`config.mk`:
```
export PLATFORM = sky130hd
export DESIGN_NAME = bscs_boot_sequencer
export DESIGN_NICKNAME = d
export VERILOG_FILES = /design/src/logic/bscs_settle_timer.v /design/src/logic/bscs_boot_sequencer.v
export VERILOG_INCLUDE_DIRS = /design/src /design/src/logic
export SDC_FILE = /design/constraint.sdc
export NUM_CORES = 1
export LEC_CHECK = 0
export ABC_AREA = 1
export BUFFER_PORTS_ARGS = -buffer_cell sky130_fd_sc_hd__buf_2
export CORE_UTILIZATION = 49
export DETAILED_ROUTE_END_ITERATION = 8
export GPL_ROUTABILITY_DRIVEN = 0
export PLACE_DENSITY = 0.76
export SYNTH_ARGS = -nofsm -noshare
export SYNTH_HDL_FRONTEND = slang
export SYNTH_SLANG_ARGS = --single-unit
export TNS_END_PERCENT = 50
```
`constraint.sdc`:
```
create_clock -name clk_sys_i -period 1.9 [get_ports clk_sys_i]
set_input_delay 0.19 -clock clk_sys_i [delete_from_list [all_inputs] [get_ports clk_sys_i]]
set_output_delay 0.19 -clock clk_sys_i [all_outputs]
set_load 0.05 [all_outputs]
```
`src/logic/bscs_consts.vh`:
```
// Constants for the boot sequencer and system clock selection block
`ifndef BSCS_CONSTS_VH
`define BSCS_CONSTS_VH

// Register indices; byte address on the bus is four times the index
`define BSCS_IDX_CLK_CFG      16'h1c1f
`define BSCS_IDX_BOOT_MODE    16'h1c34
`define BSCS_ADDR_SHIFT       2

// Clock configuration register fields
`define BSCS_CCR_SYSSEL_BIT   0
`define BSCS_CCR_PINSTAT_BIT  2

// Clock source codes driven to the clock mux
`define BSCS_CLK_BYP_OSC      2'h0
`define BSCS_CLK_BYP_EXT      2'h1
`define BSCS_CLK_PLL          2'h2

// Boot mode encodings (low four bits of the captured field)
`define BSCS_MODE_NOR         4'h0
`define BSCS_MODE_NAND        4'h1
`define BSCS_MODE_HOSTPORT    4'hc
`define BSCS_MODE_SFLASH10    4'hd
`define BSCS_MODE_SFLASH40    4'he

// Read port source codes
`define BSCS_SRC_SFLASH       2'h0
`define BSCS_SRC_ASYNC        2'h1
`define BSCS_SRC_ONCHIP       2'h2

// Chip selects
`define BSCS_CS_SFLASH        3'h0
`define BSCS_CS_FIRST_ASYNC   3'h2
`define BSCS_CS_LAST_ASYNC    3'h5

// Serial port 1 mode value for flash boot
`define BSCS_SP1_MODE_FLASH   2'h1

// Reset vector fetch address
`define BSCS_RESET_VECTOR     24'hffff00

// Host-port mailbox words in the last single-access RAM block
`define BSCS_HP_ENTRY_HI      24'h027ffa
`define BSCS_HP_SIG_A         16'h1234
`define BSCS_HP_SIG_B         16'habcd
`define BSCS_HP_WORDS         2'h3
// Dual-access RAM ends below this word address
`define BSCS_DUAL_ACCESS_RAM_END        32'h00008000

// Image address of the boot signature
`define BSCS_SIG_ADDR         24'h000000

// Retry count at which the flag toggles
`define BSCS_RETRY_LIMIT      7'd100

// Settling time in ms and system clock in kHz
`define BSCS_SETTLE_MS        200
`define BSCS_CLK_KHZ          250000

`endif

```
`src/logic/bscs_settle_timer.v`:
```
// Bandgap settling timer: counts a fixed number of cycles after start
`timescale 1ns/1ps
module bscs_settle_timer #(
  parameter [31:0] SETTLE_CYCLES = 32'd50000000  // Cycles to count
) (
  input  wire        clk_sys_i,  // System clock
  input  wire        rst_i,      // Sync reset, high
  input  wire        ce_i,       // Clock enable
  input  wire        start_i,    // Restart counting
  output reg         done_o      // Settling elapsed
);

  reg  [31:0] cnt_q;  // Elapsed cycles
  reg         run_q;  // Counting

  // Count up once started; done stays until next start
  always @(posedge clk_sys_i)
  begin
    if (rst_i)
    begin
      cnt_q  <= 32'h0;
      run_q  <= 1'b0;
      done_o <= 1'b0;
    end
    else if (ce_i)
    begin
      if (start_i)
      begin
        cnt_q  <= 32'h1;
        run_q  <= 1'b1;
        done_o <= 1'b0;
      end
      else if (run_q)
      begin
        if (cnt_q >= SETTLE_CYCLES)
        begin
          run_q  <= 1'b0;
          done_o <= 1'b1;
        end
        else
          cnt_q <= cnt_q + 32'h1;
      end
    end
  end

endmodule // bscs_settle_timer

```
`src/logic/bscs_boot_sequencer.v`:
```
// Boot sequencer with system clock select and Avalon-MM register slave
// Contract
// - Status bit 2 mirrors clock-source select pin
// - Bit 0: 0 bypass, 1 PLL
// - Bypass uses pin-chosen clock; PLL uses generator
// - Boot starts automatically after every reset
// - Capture six boot pins into mode field
// - Fetch reset vector from ROM, PLL bypassed
// - Slew, idle, trim, clock-out disable, in order
// - Configure clock per mode, start settling timer
// - Main loop retries forever without valid signature
// - Serial flash: CS0, 24-bit, rate, port mode 1
// - Serial flash signature check, then config, load
// - Entry point at words 0x27FFA/0x27FFB
// - Reject dual-access entry or bad signatures
// - NOR: 16-bit signature check on CS2-5
// - NAND: 16-bit then 8-bit, fail if both
// - User code not before 200 ms settling
// - Toggle flag every 100 retries
// - Flag low after copy, then jump
`timescale 1ns/1ps
`include "bscs_consts.vh"
module bscs_boot_sequencer #(
  parameter [31:0] SETTLE_CYCLES = `BSCS_SETTLE_MS * `BSCS_CLK_KHZ,  // 200 ms at clock rate
  parameter [15:0] BOOT_SIG      = 16'h5a5a                         // Image signature word
) (
  input  wire        clk_sys_i,          // System clock, 250 MHz
  input  wire        rst_i,              // Sync reset, active high
  input  wire        ce_i,               // Clock enable, freezes all
  input  wire [15:0] avs_address_i,      // Avalon byte address
  input  wire        avs_read_i,         // Avalon read
  input  wire        avs_write_i,        // Avalon write
  input  wire [31:0] avs_writedata_i,    // Avalon write data
  output reg  [31:0] avs_readdata_o,     // Avalon read data
  output reg         avs_waitrequest_o,  // Avalon wait request
  input  wire [5:0]  boot_pins_i,        // Boot-select pins
  input  wire        clk_src_pin_i,      // Clock-source select pin
  output reg  [1:0]  sys_clk_src_o,      // Clock mux select
  output reg  [23:0] reset_vector_o,     // Reset fetch address
  output reg         clock_output_pin_slow_o,      // Clock output slow slew
  output reg         periph_idle_o,      // Idle peripherals, accelerator
  output reg         trim_apply_o,       // Bandgap trim strobe
  output reg         clock_output_pin_dis_o,       // Clock output disabled
  output reg         general_timer_zero_start_o,     // Settling timer start pulse
  output reg  [1:0]  sp1_mode_o,         // Serial port 1 mode
  output reg         sflash_fast_o,      // Serial flash 40 MHz rate
  output reg         rd_req_o,           // Read request
  output reg  [1:0]  rd_src_o,           // Read source
  output reg  [2:0]  rd_cs_o,            // Chip select
  output reg         rd_byte_o,          // 8-bit accesses
  output reg  [23:0] rd_addr_o,          // Read word address
  input  wire        rd_ack_i,           // Read done pulse
  input  wire [15:0] rd_data_i,          // Read data
  input  wire        host_int_i,         // Host-to-processor interrupt bit
  output reg         load_req_o,         // Config and image copy request
  input  wire        load_ack_i,         // Copy done pulse
  input  wire [31:0] load_entry_i,       // Entry from loaded image
  output reg         ext_flag_o,         // External flag output
  output reg         jump_o,             // Branch pulse
  output reg  [31:0] entry_o             // Branch target
);

  // Sequencer states
  localparam [3:0] ST_CAPT  = 4'h0;  // Capture pins
  localparam [3:0] ST_SLEW  = 4'h1;  // Slow slew
  localparam [3:0] ST_IDLE  = 4'h2;  // Idle peripherals
  localparam [3:0] ST_TRIM  = 4'h3;  // Bandgap trim
  localparam [3:0] ST_CKDIS = 4'h4;  // Clock out off
  localparam [3:0] ST_CLKC  = 4'h5;  // Clock setup, timer
  localparam [3:0] ST_LOOP  = 4'h6;  // Main loop head
  localparam [3:0] ST_RDRQ  = 4'h7;  // Issue read
  localparam [3:0] ST_RDWT  = 4'h8;  // Wait read
  localparam [3:0] ST_HPWT  = 4'h9;  // Wait host interrupt
  localparam [3:0] ST_LOAD  = 4'ha;  // Config and copy
  localparam [3:0] ST_SETL  = 4'hb;  // Wait settling
  localparam [3:0] ST_JUMP  = 4'hc;  // Branch issued
  localparam [3:0] ST_FAIL  = 4'hd;  // Retry bookkeeping

  reg  [3:0]  st_q;          // State
  reg  [5:0]  mode_q;        // Captured boot field
  reg         pll_sel_q;     // Clock select bit
  reg         pin_q;         // Sampled clock pin
  reg  [6:0]  retry_q;       // Retries since toggle
  reg  [1:0]  hp_idx_q;      // Host mailbox word
  reg  [15:0] hp_w0_q;       // Entry high
  reg  [15:0] hp_w1_q;       // Entry low
  reg  [15:0] hp_w2_q;       // Signature A
  reg         ack_q;         // Bus answer phase
  wire        settled;       // Settling elapsed
  wire [3:0]  mode = mode_q[3:0];  // Encoded source
  wire        sel_clk = (avs_address_i == (`BSCS_IDX_CLK_CFG << `BSCS_ADDR_SHIFT));
  wire        sel_mode = (avs_address_i == (`BSCS_IDX_BOOT_MODE << `BSCS_ADDR_SHIFT));

  // Clock mux code from select bit and pin
  function [1:0] clk_src_f;
    input sel;
    input pin;
    begin
      if (sel)
        clk_src_f = `BSCS_CLK_PLL;
      else
        clk_src_f = pin ? `BSCS_CLK_BYP_EXT : `BSCS_CLK_BYP_OSC;
    end
  endfunction

  // Clock select value the boot mode calls for
  function pll_for_mode_f;
    input [3:0] m;
    begin
      pll_for_mode_f = (m == `BSCS_MODE_HOSTPORT);
    end
  endfunction

  // Settling timer, started at clock setup
  bscs_settle_timer #(
    .SETTLE_CYCLES (SETTLE_CYCLES)
  ) bscs_settle_timer_inst (
    .clk_sys_i (clk_sys_i),
    .rst_i     (rst_i),
    .ce_i      (ce_i),
    .start_i   (general_timer_zero_start_o),
    .done_o    (settled)
  );

  // Register slave: answer one cycle after request, write at taken edge
  always @(posedge clk_sys_i)
  begin
    if (rst_i)
    begin
      ack_q             <= 1'b0;
      avs_waitrequest_o <= 1'b1;
      avs_readdata_o    <= 32'h0;
      pin_q             <= 1'b0;
    end
    else if (ce_i)
    begin
      pin_q <= clk_src_pin_i;
      if (!ack_q && (avs_read_i || avs_write_i))
      begin
        ack_q             <= 1'b1;
        avs_waitrequest_o <= 1'b0;
        // Reserved bits read zero; unmapped reads zero
        if (sel_clk)
          avs_readdata_o <= {29'h0, pin_q, 1'b0, pll_sel_q};
        else if (sel_mode)
          avs_readdata_o <= {26'h0, mode_q};
        else
          avs_readdata_o <= 32'h0;
      end
      else
      begin
        ack_q             <= 1'b0;
        avs_waitrequest_o <= 1'b1;
      end
    end
  end

  // Boot sequence state machine; starts on its own after reset
  always @(posedge clk_sys_i)
  begin
    if (rst_i)
    begin
      st_q           <= ST_CAPT;
      mode_q         <= 6'h0;
      pll_sel_q      <= 1'b0;
      retry_q        <= 7'h0;
      hp_idx_q       <= 2'h0;
      hp_w0_q        <= 16'h0;
      hp_w1_q        <= 16'h0;
      hp_w2_q        <= 16'h0;
      sys_clk_src_o  <= `BSCS_CLK_BYP_OSC;
      reset_vector_o <= `BSCS_RESET_VECTOR;
      clock_output_pin_slow_o  <= 1'b0;
      periph_idle_o  <= 1'b0;
      trim_apply_o   <= 1'b0;
      clock_output_pin_dis_o   <= 1'b0;
      general_timer_zero_start_o <= 1'b0;
      sp1_mode_o     <= 2'h0;
      sflash_fast_o  <= 1'b0;
      rd_req_o       <= 1'b0;
      rd_src_o       <= `BSCS_SRC_SFLASH;
      rd_cs_o        <= `BSCS_CS_SFLASH;
      rd_byte_o      <= 1'b0;
      rd_addr_o      <= `BSCS_SIG_ADDR;
      load_req_o     <= 1'b0;
      ext_flag_o     <= 1'b1;
      jump_o         <= 1'b0;
      entry_o        <= 32'h0;
    end
    else if (ce_i)
    begin
      trim_apply_o   <= 1'b0;
      general_timer_zero_start_o <= 1'b0;
      jump_o         <= 1'b0;
      // Mux tracks select bit and sampled pin every cycle
      sys_clk_src_o <= clk_src_f(pll_sel_q, pin_q);
      // Software clock select; takes effect at the bus taken edge
      if (ack_q && avs_write_i && sel_clk)
        pll_sel_q <= avs_writedata_i[`BSCS_CCR_SYSSEL_BIT];
      case (st_q)
        ST_CAPT:
        begin
          // Only place the field is loaded, so it holds until reset
          mode_q <= boot_pins_i;
          st_q   <= ST_SLEW;
        end
        ST_SLEW:
        begin
          clock_output_pin_slow_o <= 1'b1;
          st_q          <= ST_IDLE;
        end
        ST_IDLE:
        begin
          periph_idle_o <= 1'b1;
          st_q          <= ST_TRIM;
        end
        ST_TRIM:
        begin
          trim_apply_o <= 1'b1;
          st_q         <= ST_CKDIS;
        end
        ST_CKDIS:
        begin
          clock_output_pin_dis_o <= 1'b1;
          st_q         <= ST_CLKC;
        end
        ST_CLKC:
        begin
          // Boot mode decides bypass or PLL; timer counts settling
          pll_sel_q      <= pll_for_mode_f(mode);
          general_timer_zero_start_o <= 1'b1;
          st_q           <= ST_LOOP;
        end
        ST_LOOP:
        begin
          // Head of main loop; every failed attempt comes back here
          rd_addr_o <= `BSCS_SIG_ADDR;
          rd_byte_o <= 1'b0;
          hp_idx_q  <= 2'h0;
          case (mode)
            `BSCS_MODE_SFLASH10, `BSCS_MODE_SFLASH40:
            begin
              sp1_mode_o    <= `BSCS_SP1_MODE_FLASH;
              sflash_fast_o <= (mode == `BSCS_MODE_SFLASH40);
              rd_src_o      <= `BSCS_SRC_SFLASH;
              rd_cs_o       <= `BSCS_CS_SFLASH;
              st_q          <= ST_RDRQ;
            end
            `BSCS_MODE_NOR, `BSCS_MODE_NAND:
            begin
              rd_src_o <= `BSCS_SRC_ASYNC;
              rd_cs_o  <= `BSCS_CS_FIRST_ASYNC;
              st_q     <= ST_RDRQ;
            end
            `BSCS_MODE_HOSTPORT:
            begin
              rd_src_o <= `BSCS_SRC_ONCHIP;
              rd_addr_o <= `BSCS_HP_ENTRY_HI;
              st_q     <= ST_HPWT;
            end
            default:
              st_q <= ST_FAIL;  // Sources outside this block never match
          endcase
        end
        ST_HPWT:
        begin
          // Host owns memory until it raises the interrupt bit
          if (host_int_i)
            st_q <= ST_RDRQ;
        end
        ST_RDRQ:
        begin
          rd_req_o <= 1'b1;
          st_q     <= ST_RDWT;
        end
        ST_RDWT:
        begin
          if (rd_ack_i)
          begin
            rd_req_o <= 1'b0;
            if (rd_src_o == `BSCS_SRC_ONCHIP)
            begin
              // Mailbox: entry high, entry low, signature A, signature B
              case (hp_idx_q)
                2'h0: hp_w0_q <= rd_data_i;
                2'h1: hp_w1_q <= rd_data_i;
                2'h2: hp_w2_q <= rd_data_i;
                default: hp_w2_q <= hp_w2_q;
              endcase
              if (hp_idx_q != `BSCS_HP_WORDS)
              begin
                hp_idx_q  <= hp_idx_q + 2'h1;
                rd_addr_o <= rd_addr_o + 24'h1;
                st_q      <= ST_RDRQ;
              end
              else if ((hp_w2_q == `BSCS_HP_SIG_A) && (rd_data_i == `BSCS_HP_SIG_B) &&
                       ({hp_w0_q, hp_w1_q} >= `BSCS_DUAL_ACCESS_RAM_END))
              begin
                entry_o    <= {hp_w0_q, hp_w1_q};
                ext_flag_o <= 1'b0;
                st_q       <= ST_SETL;
              end
              else
                st_q <= ST_FAIL;
            end
            else if (rd_data_i == BOOT_SIG)
            begin
              load_req_o <= 1'b1;
              st_q       <= ST_LOAD;
            end
            else if ((rd_src_o == `BSCS_SRC_ASYNC) && (rd_cs_o != `BSCS_CS_LAST_ASYNC))
            begin
              rd_cs_o <= rd_cs_o + 3'h1;
              st_q    <= ST_RDRQ;
            end
            else if ((rd_src_o == `BSCS_SRC_ASYNC) && (mode == `BSCS_MODE_NAND) && !rd_byte_o)
            begin
              // NAND second pass with byte accesses on every space
              rd_byte_o <= 1'b1;
              rd_cs_o   <= `BSCS_CS_FIRST_ASYNC;
              st_q      <= ST_RDRQ;
            end
            else
              st_q <= ST_FAIL;
          end
        end
        ST_LOAD:
        begin
          // Loader applies register section and copies image
          if (load_ack_i)
          begin
            load_req_o <= 1'b0;
            entry_o    <= load_entry_i;
            ext_flag_o <= 1'b0;
            st_q       <= ST_SETL;
          end
        end
        ST_SETL:
        begin
          if (settled)
          begin
            jump_o <= 1'b1;
            st_q   <= ST_JUMP;
          end
        end
        ST_JUMP:
          st_q <= ST_JUMP;  // Control now belongs to loaded code
        ST_FAIL:
        begin
          // Count the failure, toggle flag at the limit, retry same source
          if (retry_q == `BSCS_RETRY_LIMIT - 7'd1)
          begin
            retry_q    <= 7'h0;
            ext_flag_o <= ~ext_flag_o;
          end
          else
            retry_q <= retry_q + 7'h1;
          st_q <= ST_LOOP;
        end
        default:
          st_q <= ST_CAPT;
      endcase
    end
  end

endmodule // bscs_boot_sequencer

```
Word-level counts from Yosys, hierarchy flattened. Index checks and enable logic that the tools add are counted.

Register bits after elaboration: 212. Logic and storage cells: 210.

Mux-type cells: 76. Bitwise gates (word level): 1. Add/subtract/negate cells: 5. Reduce and logical (&&, ||, !) cells: 48. Order comparisons: 2. Equality and inequality tests: 46.

Operator list (number): $mux W32 (8); $mux W24 (3); $pmux W32 S2 (1); $pmux W4 S13 (1); $eq A16 B15 Y1 const B (3); $pmux W24 S2 (1); $eq A4 B4 Y1 const B (9); $mux W4 (9); $add A32 B1 Y32 const B (1); $ge A32 B16 Y1 const B (1); $ge A32 B26 Y1 const B (1); $mux W1 (30); $ne A2 B2 Y1 const B (15); $reduce_and A5 Y1 (5); $add A24 B1 Y24 const B (1); $reduce_and A7 Y1 (3); $mux W18 (1); $mux W3 (6); $eq A16 B13 Y1 const B (1); $eq A16 B16 Y1 const B (1); $eq A4 B3 Y1 const B (4); $reduce_and A3 Y1 (5); $reduce_and A2 Y1 (7); $mux W6 (2); other kinds (30) (59).

Depth between registers and ports, before layout.
Depth in word-level cells: 9. Mapped depth: 12.

Hierarchy. Synthesis repeated with hierarchy kept, for this count alone.

Cells, all modules: 1475. Area total of the unflattened synthesis: 9844.4 um2.

Modules (own cells, without submodules): bscs_boot_sequencer (cells each 1111, instances 1, area each 7646.1 um2); bscs_settle_timer (cells each 364, instances 1, area each 2198.4 um2).

Worst setup path after synthesis. Ideal clock, no wire load.

Path type: register to register. From: register rd_addr_o[0]. To: register rd_addr_o[18]. Arrival time: 2.074 ns. Period minus slack after synthesis: 2.191 ns. Slack: -0.291 ns. Stages on the path, launching flop included: 11. Required time: 1.783 ns. Setup time: 0.117 ns. Cell sequence: dfxtp_1 ha_1 inv_1 nor2_1 nand4_1 nor2_1 nand2_1 nor3_4 nand3_1 nand2_1 nor2_1.

Word-level cells in the longest chain between the ends: 5.

RTL lines: start: declaration (line bscs_boot_sequencer.v:51) `output reg [23:0] rd_addr_o,`; start signal: assignment (line bscs_boot_sequencer.v:184) `` rd_addr_o <= `BSCS_SIG_ADDR; ``; start signal: assignment (line bscs_boot_sequencer.v:237) `` rd_addr_o <= `BSCS_SIG_ADDR; ``; start signal: assignment (line bscs_boot_sequencer.v:258) `` rd_addr_o <= `BSCS_HP_ENTRY_HI; ``; $add A24 B1 Y24 (line bscs_boot_sequencer.v:293) `rd_addr_o <= rd_addr_o + 24'h1;`; $mux W24 (line bscs_boot_sequencer.v:290) `` if (hp_idx_q != `BSCS_HP_WORDS) ``; $mux W24 (line bscs_boot_sequencer.v:281) `` if (rd_src_o == `BSCS_SRC_ONCHIP) ``; $mux W24 (line bscs_boot_sequencer.v:278) `if (rd_ack_i)`; $pmux W24 S2 (line bscs_boot_sequencer.v:200) `case (st_q)`.

No other way between the ends. The select of a mux whose other input is x is not followed. A chain may end at the register's enable or synchronous reset.

Final worst setup path.
From: register st_q[1]. To: register entry_o[19].

Word-level cells in the longest chain between the ends: 3. Elaborated cells on any way between the ends: 10. Classes of those cells: 7 x eq/ne; 1 x mux; 2 x reduce/logical.

RTL lines: start: declaration (line bscs_boot_sequencer.v:79) `reg [3:0] st_q;`; start signal: assignment (line bscs_boot_sequencer.v:163) `st_q <= ST_CAPT;`; start signal: assignment (line bscs_boot_sequencer.v:205) `st_q <= ST_SLEW;`; start signal: assignment (line bscs_boot_sequencer.v:210) `st_q <= ST_IDLE;`; $eq A4 B4 Y1 (line bscs_boot_sequencer.v:200); $ne A2 B2 Y1 (no source line) / $reduce_bool A2 Y1 (equally long branches); $reduce_and A7 Y1 (no source line); end signal: assignment (line bscs_boot_sequencer.v:299) `entry_o <= {hp_w0_q, hp_w1_q};`; end signal: assignment (line bscs_boot_sequencer.v:333) `entry_o <= load_entry_i;`; end: declaration (line bscs_boot_sequencer.v:60) `output reg [31:0] entry_o`.

Several ways; a longest one is shown, not always the timed one.

==> impl_table.tex <==
\begin{tabular}{lr}
\hline
Metric & Value \\
\hline
\multicolumn{2}{l}{\textbf{Power}} \\
\quad Net switching share of the total power & 0.2907 \\
\quad Internal power consumption & 0.005918 W \\
\quad Flop pwr share & 0.474 \\
\quad Leakage power & 4.880 nW \\
\quad Maximum resistive drop on vdd & 0.0006536 V \\
\quad Part of the power in combinational logic & 0.091 \\
\quad Part of the total power dissipated in the clock network & 0.435 \\
\quad Power Dens Cells & 711.1 mW/mm² \\
\quad Switching pwr & 0.002426 W \\
\multicolumn{2}{l}{\textbf{Worst setup path}} \\
\quad Crit path arrival time & 2200 ps \\
\quad Maximum fanout along the worst path & 16 \\
\quad Critical Path Source Type & flip-flop \\
\quad Crit path kind & flip-flop to flip-flop \\
\quad Critical path data required time & 2270 ps \\
\quad Crit. End Element & flip-flop \\
\multicolumn{2}{l}{\textbf{Global routing}} \\
\quad Grt met2 use & 0.4159 \\
\quad Global route total overflow & 0 \\
\quad Top Usage Layer GRT & met2 \\
\quad Largest net degree at the start of global routing & 91 \\
\quad Met3 Resource Use GR & 0.04698 \\
\quad Number of global-route vias before repair & 8630 \\
\quad Gr usage total & 0.2483 \\
\quad Wire length of the first global-routing pass & 41.46 mm \\
\quad Initial antenna violation count & 0 \\
\quad Met1 Resource Use GR & 0.3250 \\
\multicolumn{2}{l}{\textbf{Layout}} \\
\quad \# diodes & 0 \\
\quad Net total in the final layout & 1745 \\
\quad Most frequent cells in the layout & sky130\_fd\_sc\_hd\_\_nand2\_1 (299), sky130\_fd\_sc\_hd\_\_dfxtp\_1 (176), sky130\_fd\_sc\_hd\_\_nor2\_1 (161), sky130\_fd\_sc\_hd\_\_buf\_2 (161), sky130\_fd\_sc\_hd\_\_a21oi\_1 (154) \\
\quad Area growth, synth to finish & 19.63\% \\
\quad Filler-free cell count of the finished design & 1902 \\
\quad Proportion of layout cells with a drive suffix above 1 & 0.1875 \\
\quad Final instance area & 0.01173 mm² \\
\quad Commonest non-fill, non-tap cell in the layout & sky130\_fd\_sc\_hd\_\_nand2\_1 \\
\multicolumn{2}{l}{\textbf{Synth}} \\
\quad Simple-Gate Fraction of Synth Area & 0.2976 \\
\quad Sequential cell area fraction in the yosys report & 0.3796 \\
\quad Synthesized instance count & 1448 \\
\quad Cell type with the largest total area after synthesis & sky130\_fd\_sc\_hd\_\_dfxtp\_1 \\
\quad Xor/xnor cell area share of the yosys netlist & 0.01697 \\
\quad Dominant combinational cell family by area after synthesis & simple AND/OR/NAND/NOR gates \\
\quad Count of different cell masters after synthesis & 46 \\
\quad Count of flip-flops with a built-in enable after synthesis & 0 \\
\quad Total number of yosys warnings & 0 \\
\quad Arithmetic-cell share of the synthesized area counting full adders, half adders and majority gates & 0.01276 \\
\quad Fraction of synthesized area in multiplexers & 0 \\
\quad Area share of the leading cell type in the synthesized netlist & 0.3796 \\
\quad Synth Area in Compound Gates & 0.1634 \\
\quad Average footprint of a synthesized cell & 6.774 µm² \\
\quad Most used flip-flop cell after synthesis & sky130\_fd\_sc\_hd\_\_dfxtp\_1 \\
\quad Register bit total from synthesis & 186 \\
\quad Combined area of all synthesized cells & 0.009808 mm² \\
\quad Asr flop ratio synth & 0 \\
\quad Biggest area contributors in the synthesized netlist & sky130\_fd\_sc\_hd\_\_dfxtp\_1 (38\%), sky130\_fd\_sc\_hd\_\_nand2\_1 (12\%), sky130\_fd\_sc\_hd\_\_a21oi\_1 (7.9\%) \\
\multicolumn{2}{l}{\textbf{Drt}} \\
\quad Number of search-and-repair iterations in the first detailed-routing pass & 5 \\
\quad Post-route DRC violation count & 0 \\
\quad Routed via count & 10069 \\
\quad Post-detailed-route wirelength per cell & 13.91 µm \\
\quad Post-route antenna net violation count & 0 \\
\quad Count of routing violations after the opening detailed-route iteration & 766 \\
\quad Total Routed Length & 26.46 mm \\
\quad Mean number of vias per cell & 5.294 \\
\multicolumn{2}{l}{\textbf{Timing}} \\
\quad Max Clk Rate & 0.5474 GHz \\
\quad Worst slew margin relative to its limit & 0.6124 \\
\quad Setup repair after global routing missed its margin & yes \\
\quad Final period util & 0.9615 \\
\quad Setup violations, final & 0 \\
\quad Transition time of the tightest slew-check pin & 578.2 ps \\
\quad Final setup TNS & 0 ps \\
\quad Min Tclk post-route & 1827 ps \\
\quad Count of endpoints failing hold in the final timing report & 0 \\
\quad Skew final & 14.38 ps \\
\quad Max Transition Viols Final & 0 \\
\multicolumn{2}{l}{\textbf{Placement}} \\
\quad Number of placed cells counting well taps & 1856 \\
\quad Post-DP HPWL & 18.30 mm \\
\quad Area of placed instances & 0.01086 mm² \\
\quad Quantity of I/O buffers inserted on ports & 161 \\
\multicolumn{2}{l}{\textbf{Floorplan}} \\
\quad Initial core utilization & 0.5023 \\
\quad Die area & 0.02059 mm² \\
\quad I/O pin cnt & 244 \\
\quad Die height & 143.5 µm \\
\quad Site row count & 51 \\
\quad Core area & 0.01953 mm² \\
\quad Die extent in x & 143.5 µm \\
\multicolumn{2}{l}{\textbf{Clock tree}} \\
\quad H-tree depth & 4 \\
\quad Clock-pin transition on the worst setup and hold timing paths & 80 ps \\
\quad Clock tree from TritonCTS & built \\
\quad Clock Path Buffers & 2 \\
\quad Later-pin clock latency in the skew report & 440 ps \\
\quad Clock root buffer & sky130\_fd\_sc\_hd\_\_clkbuf\_16 \\
\quad Number of buffers created by CTS & 17 \\
\quad Number of sinks driven by the clock tree & 186 \\
\multicolumn{2}{l}{\textbf{Run}} \\
\quad Max cap viols & 0 \\
\multicolumn{2}{l}{\textbf{Min path}} \\
\quad Class of the worst hold path & input port to flip-flop \\
\multicolumn{2}{l}{\textbf{Outcome}} \\
\quad Run status & finished clean \\
\hline
\end{tabular}
==> repair_timing <==
action                                  4_1_cts  5_1_grt
pin swaps                                     0       11
setup buffers                                 0       10
cloned                                        0        4
gates resized for setup                       2       33
hold buffers                                  0        0
endpoints found under the setup margin        7      127
endpoints found under the hold margin         0        0
==> state kept, by name, summed over array words and instances, names as in the netlist, 2 cells and up <==
name	flops
st_q	4
rd_addr_o	24
bscs_settle_timer_inst.cnt_q	32
hp_idx_q	2
rd_src_o	2
hp_w2_q	16
avs_readdata_o	6
entry_o	32
rd_cs_o	3
sys_clk_src_o	2
hp_w0_q	16
mode_q	6
hp_w1_q	16
retry_q	7
==> logic make-up (layout without fill, tap and decap cells) <==
| kind of cell | Yosys count | in the layout |
|---|---|---|
| AOI/OAI and AO/OA | 307 | 307 |
| xor gates and xnor gates | 19 | 19 |
| adders and majority gates | 10 | 10 |
| buffers and inverters | 260 | 398 |
| DFF | 186 | 186 |
| other | 2 | 51 |
| and+or+nand+nor | 664 | 666 |
==> path summary, 6_finish.rpt <==
check | startpoint | slack, ps | to | depth (start not counted)
hold / removal | boot_pins_i[4] | 30 | mode_q[4] | 3
setup / recovery | st_q[1] | 70 | entry_o[19] | 10
hold reg to reg | mode_q[4] | 450 | mode_q[4] | 2
setup reg to reg | st_q[1] | 70 | entry_o[19] | 10
==> area by class of cell <==
| class | count | area, µm² |
|---|---|---|
| Clock inverter | 15 | 186.4 |
| Clock buffer | 17 | 425.4 |
| Inverter | 145 | 546.8 |
| Fill cell | 1816 | 7792 |
| Tap cell | 265 | 331.6 |
| Timing Repair Buffer | 221 | 1374 |
| Multi-Input combinational cell | 1053 | 5129 |
| Sequential cell | 186 | 3741 |
==> synthesized netlist by cell type (all sizes together), types with 3 or more instances <==
master and n:
a21oi 155, nand3 92, nor3 29, xor2 11, clkbuf 36, nor3b 8, buf 79, nand2 307
inv 145, o21ai 129, xnor2 8, nand4 46, nor2 172, a211oi 4, ha 10, a31oi 7
nor4 4, dfxtp 186, o211ai 3
==> power by group through the flow <==
stage          Combinational, W  Sequential, W  Clock (W)
4_1_cts                0.000737        0.00396    0.00367
5_1_grt                0.000818        0.00396    0.00384
3_5_place_dp           0.000734        0.00405          0
2_1_floorplan          0.000539        0.00409          0
3_3_place_gp           0.000727        0.00405          0
6_report               0.000756        0.00396    0.00363
==> through the flow <==
stage          power, W  setup slack, ps  hold WS, ps    util
2_1_floorplan  0.004627            18.86        354.3       -
3_3_place_gp   0.004776           -13.40        434.9  0.5563
3_5_place_dp   0.004783           -42.25        440.7  0.5563
4_1_cts        0.008366            10.77        28.42  0.5879
5_1_grt        0.008622           -43.80        60.31  0.6009
6_report       0.008343            73.10        34.22  0.6009
==> critical path, stage by stage (launching register included) <==
cell,delay [ps]
sky130_fd_sc_hd__dfxtp_1,330
sky130_fd_sc_hd__inv_1,100
sky130_fd_sc_hd__nand2_2,110
sky130_fd_sc_hd__nor2_8,200
sky130_fd_sc_hd__inv_2,130
sky130_fd_sc_hd__o21ai_2,240
sky130_fd_sc_hd__nor2_4,70
sky130_fd_sc_hd__buf_4,160
sky130_fd_sc_hd__nand3_4,200
sky130_fd_sc_hd__nand2_1,90
sky130_fd_sc_hd__a21oi_1,120
==> metal layers <==
layer,up-vias,wire length (µm)
met4,0,468
met1,4597,11360
met3,41,1959
met2,418,12680
li1,5013,-
met5,-,0
No activity file was read; power rests on OpenSTA's default activity.
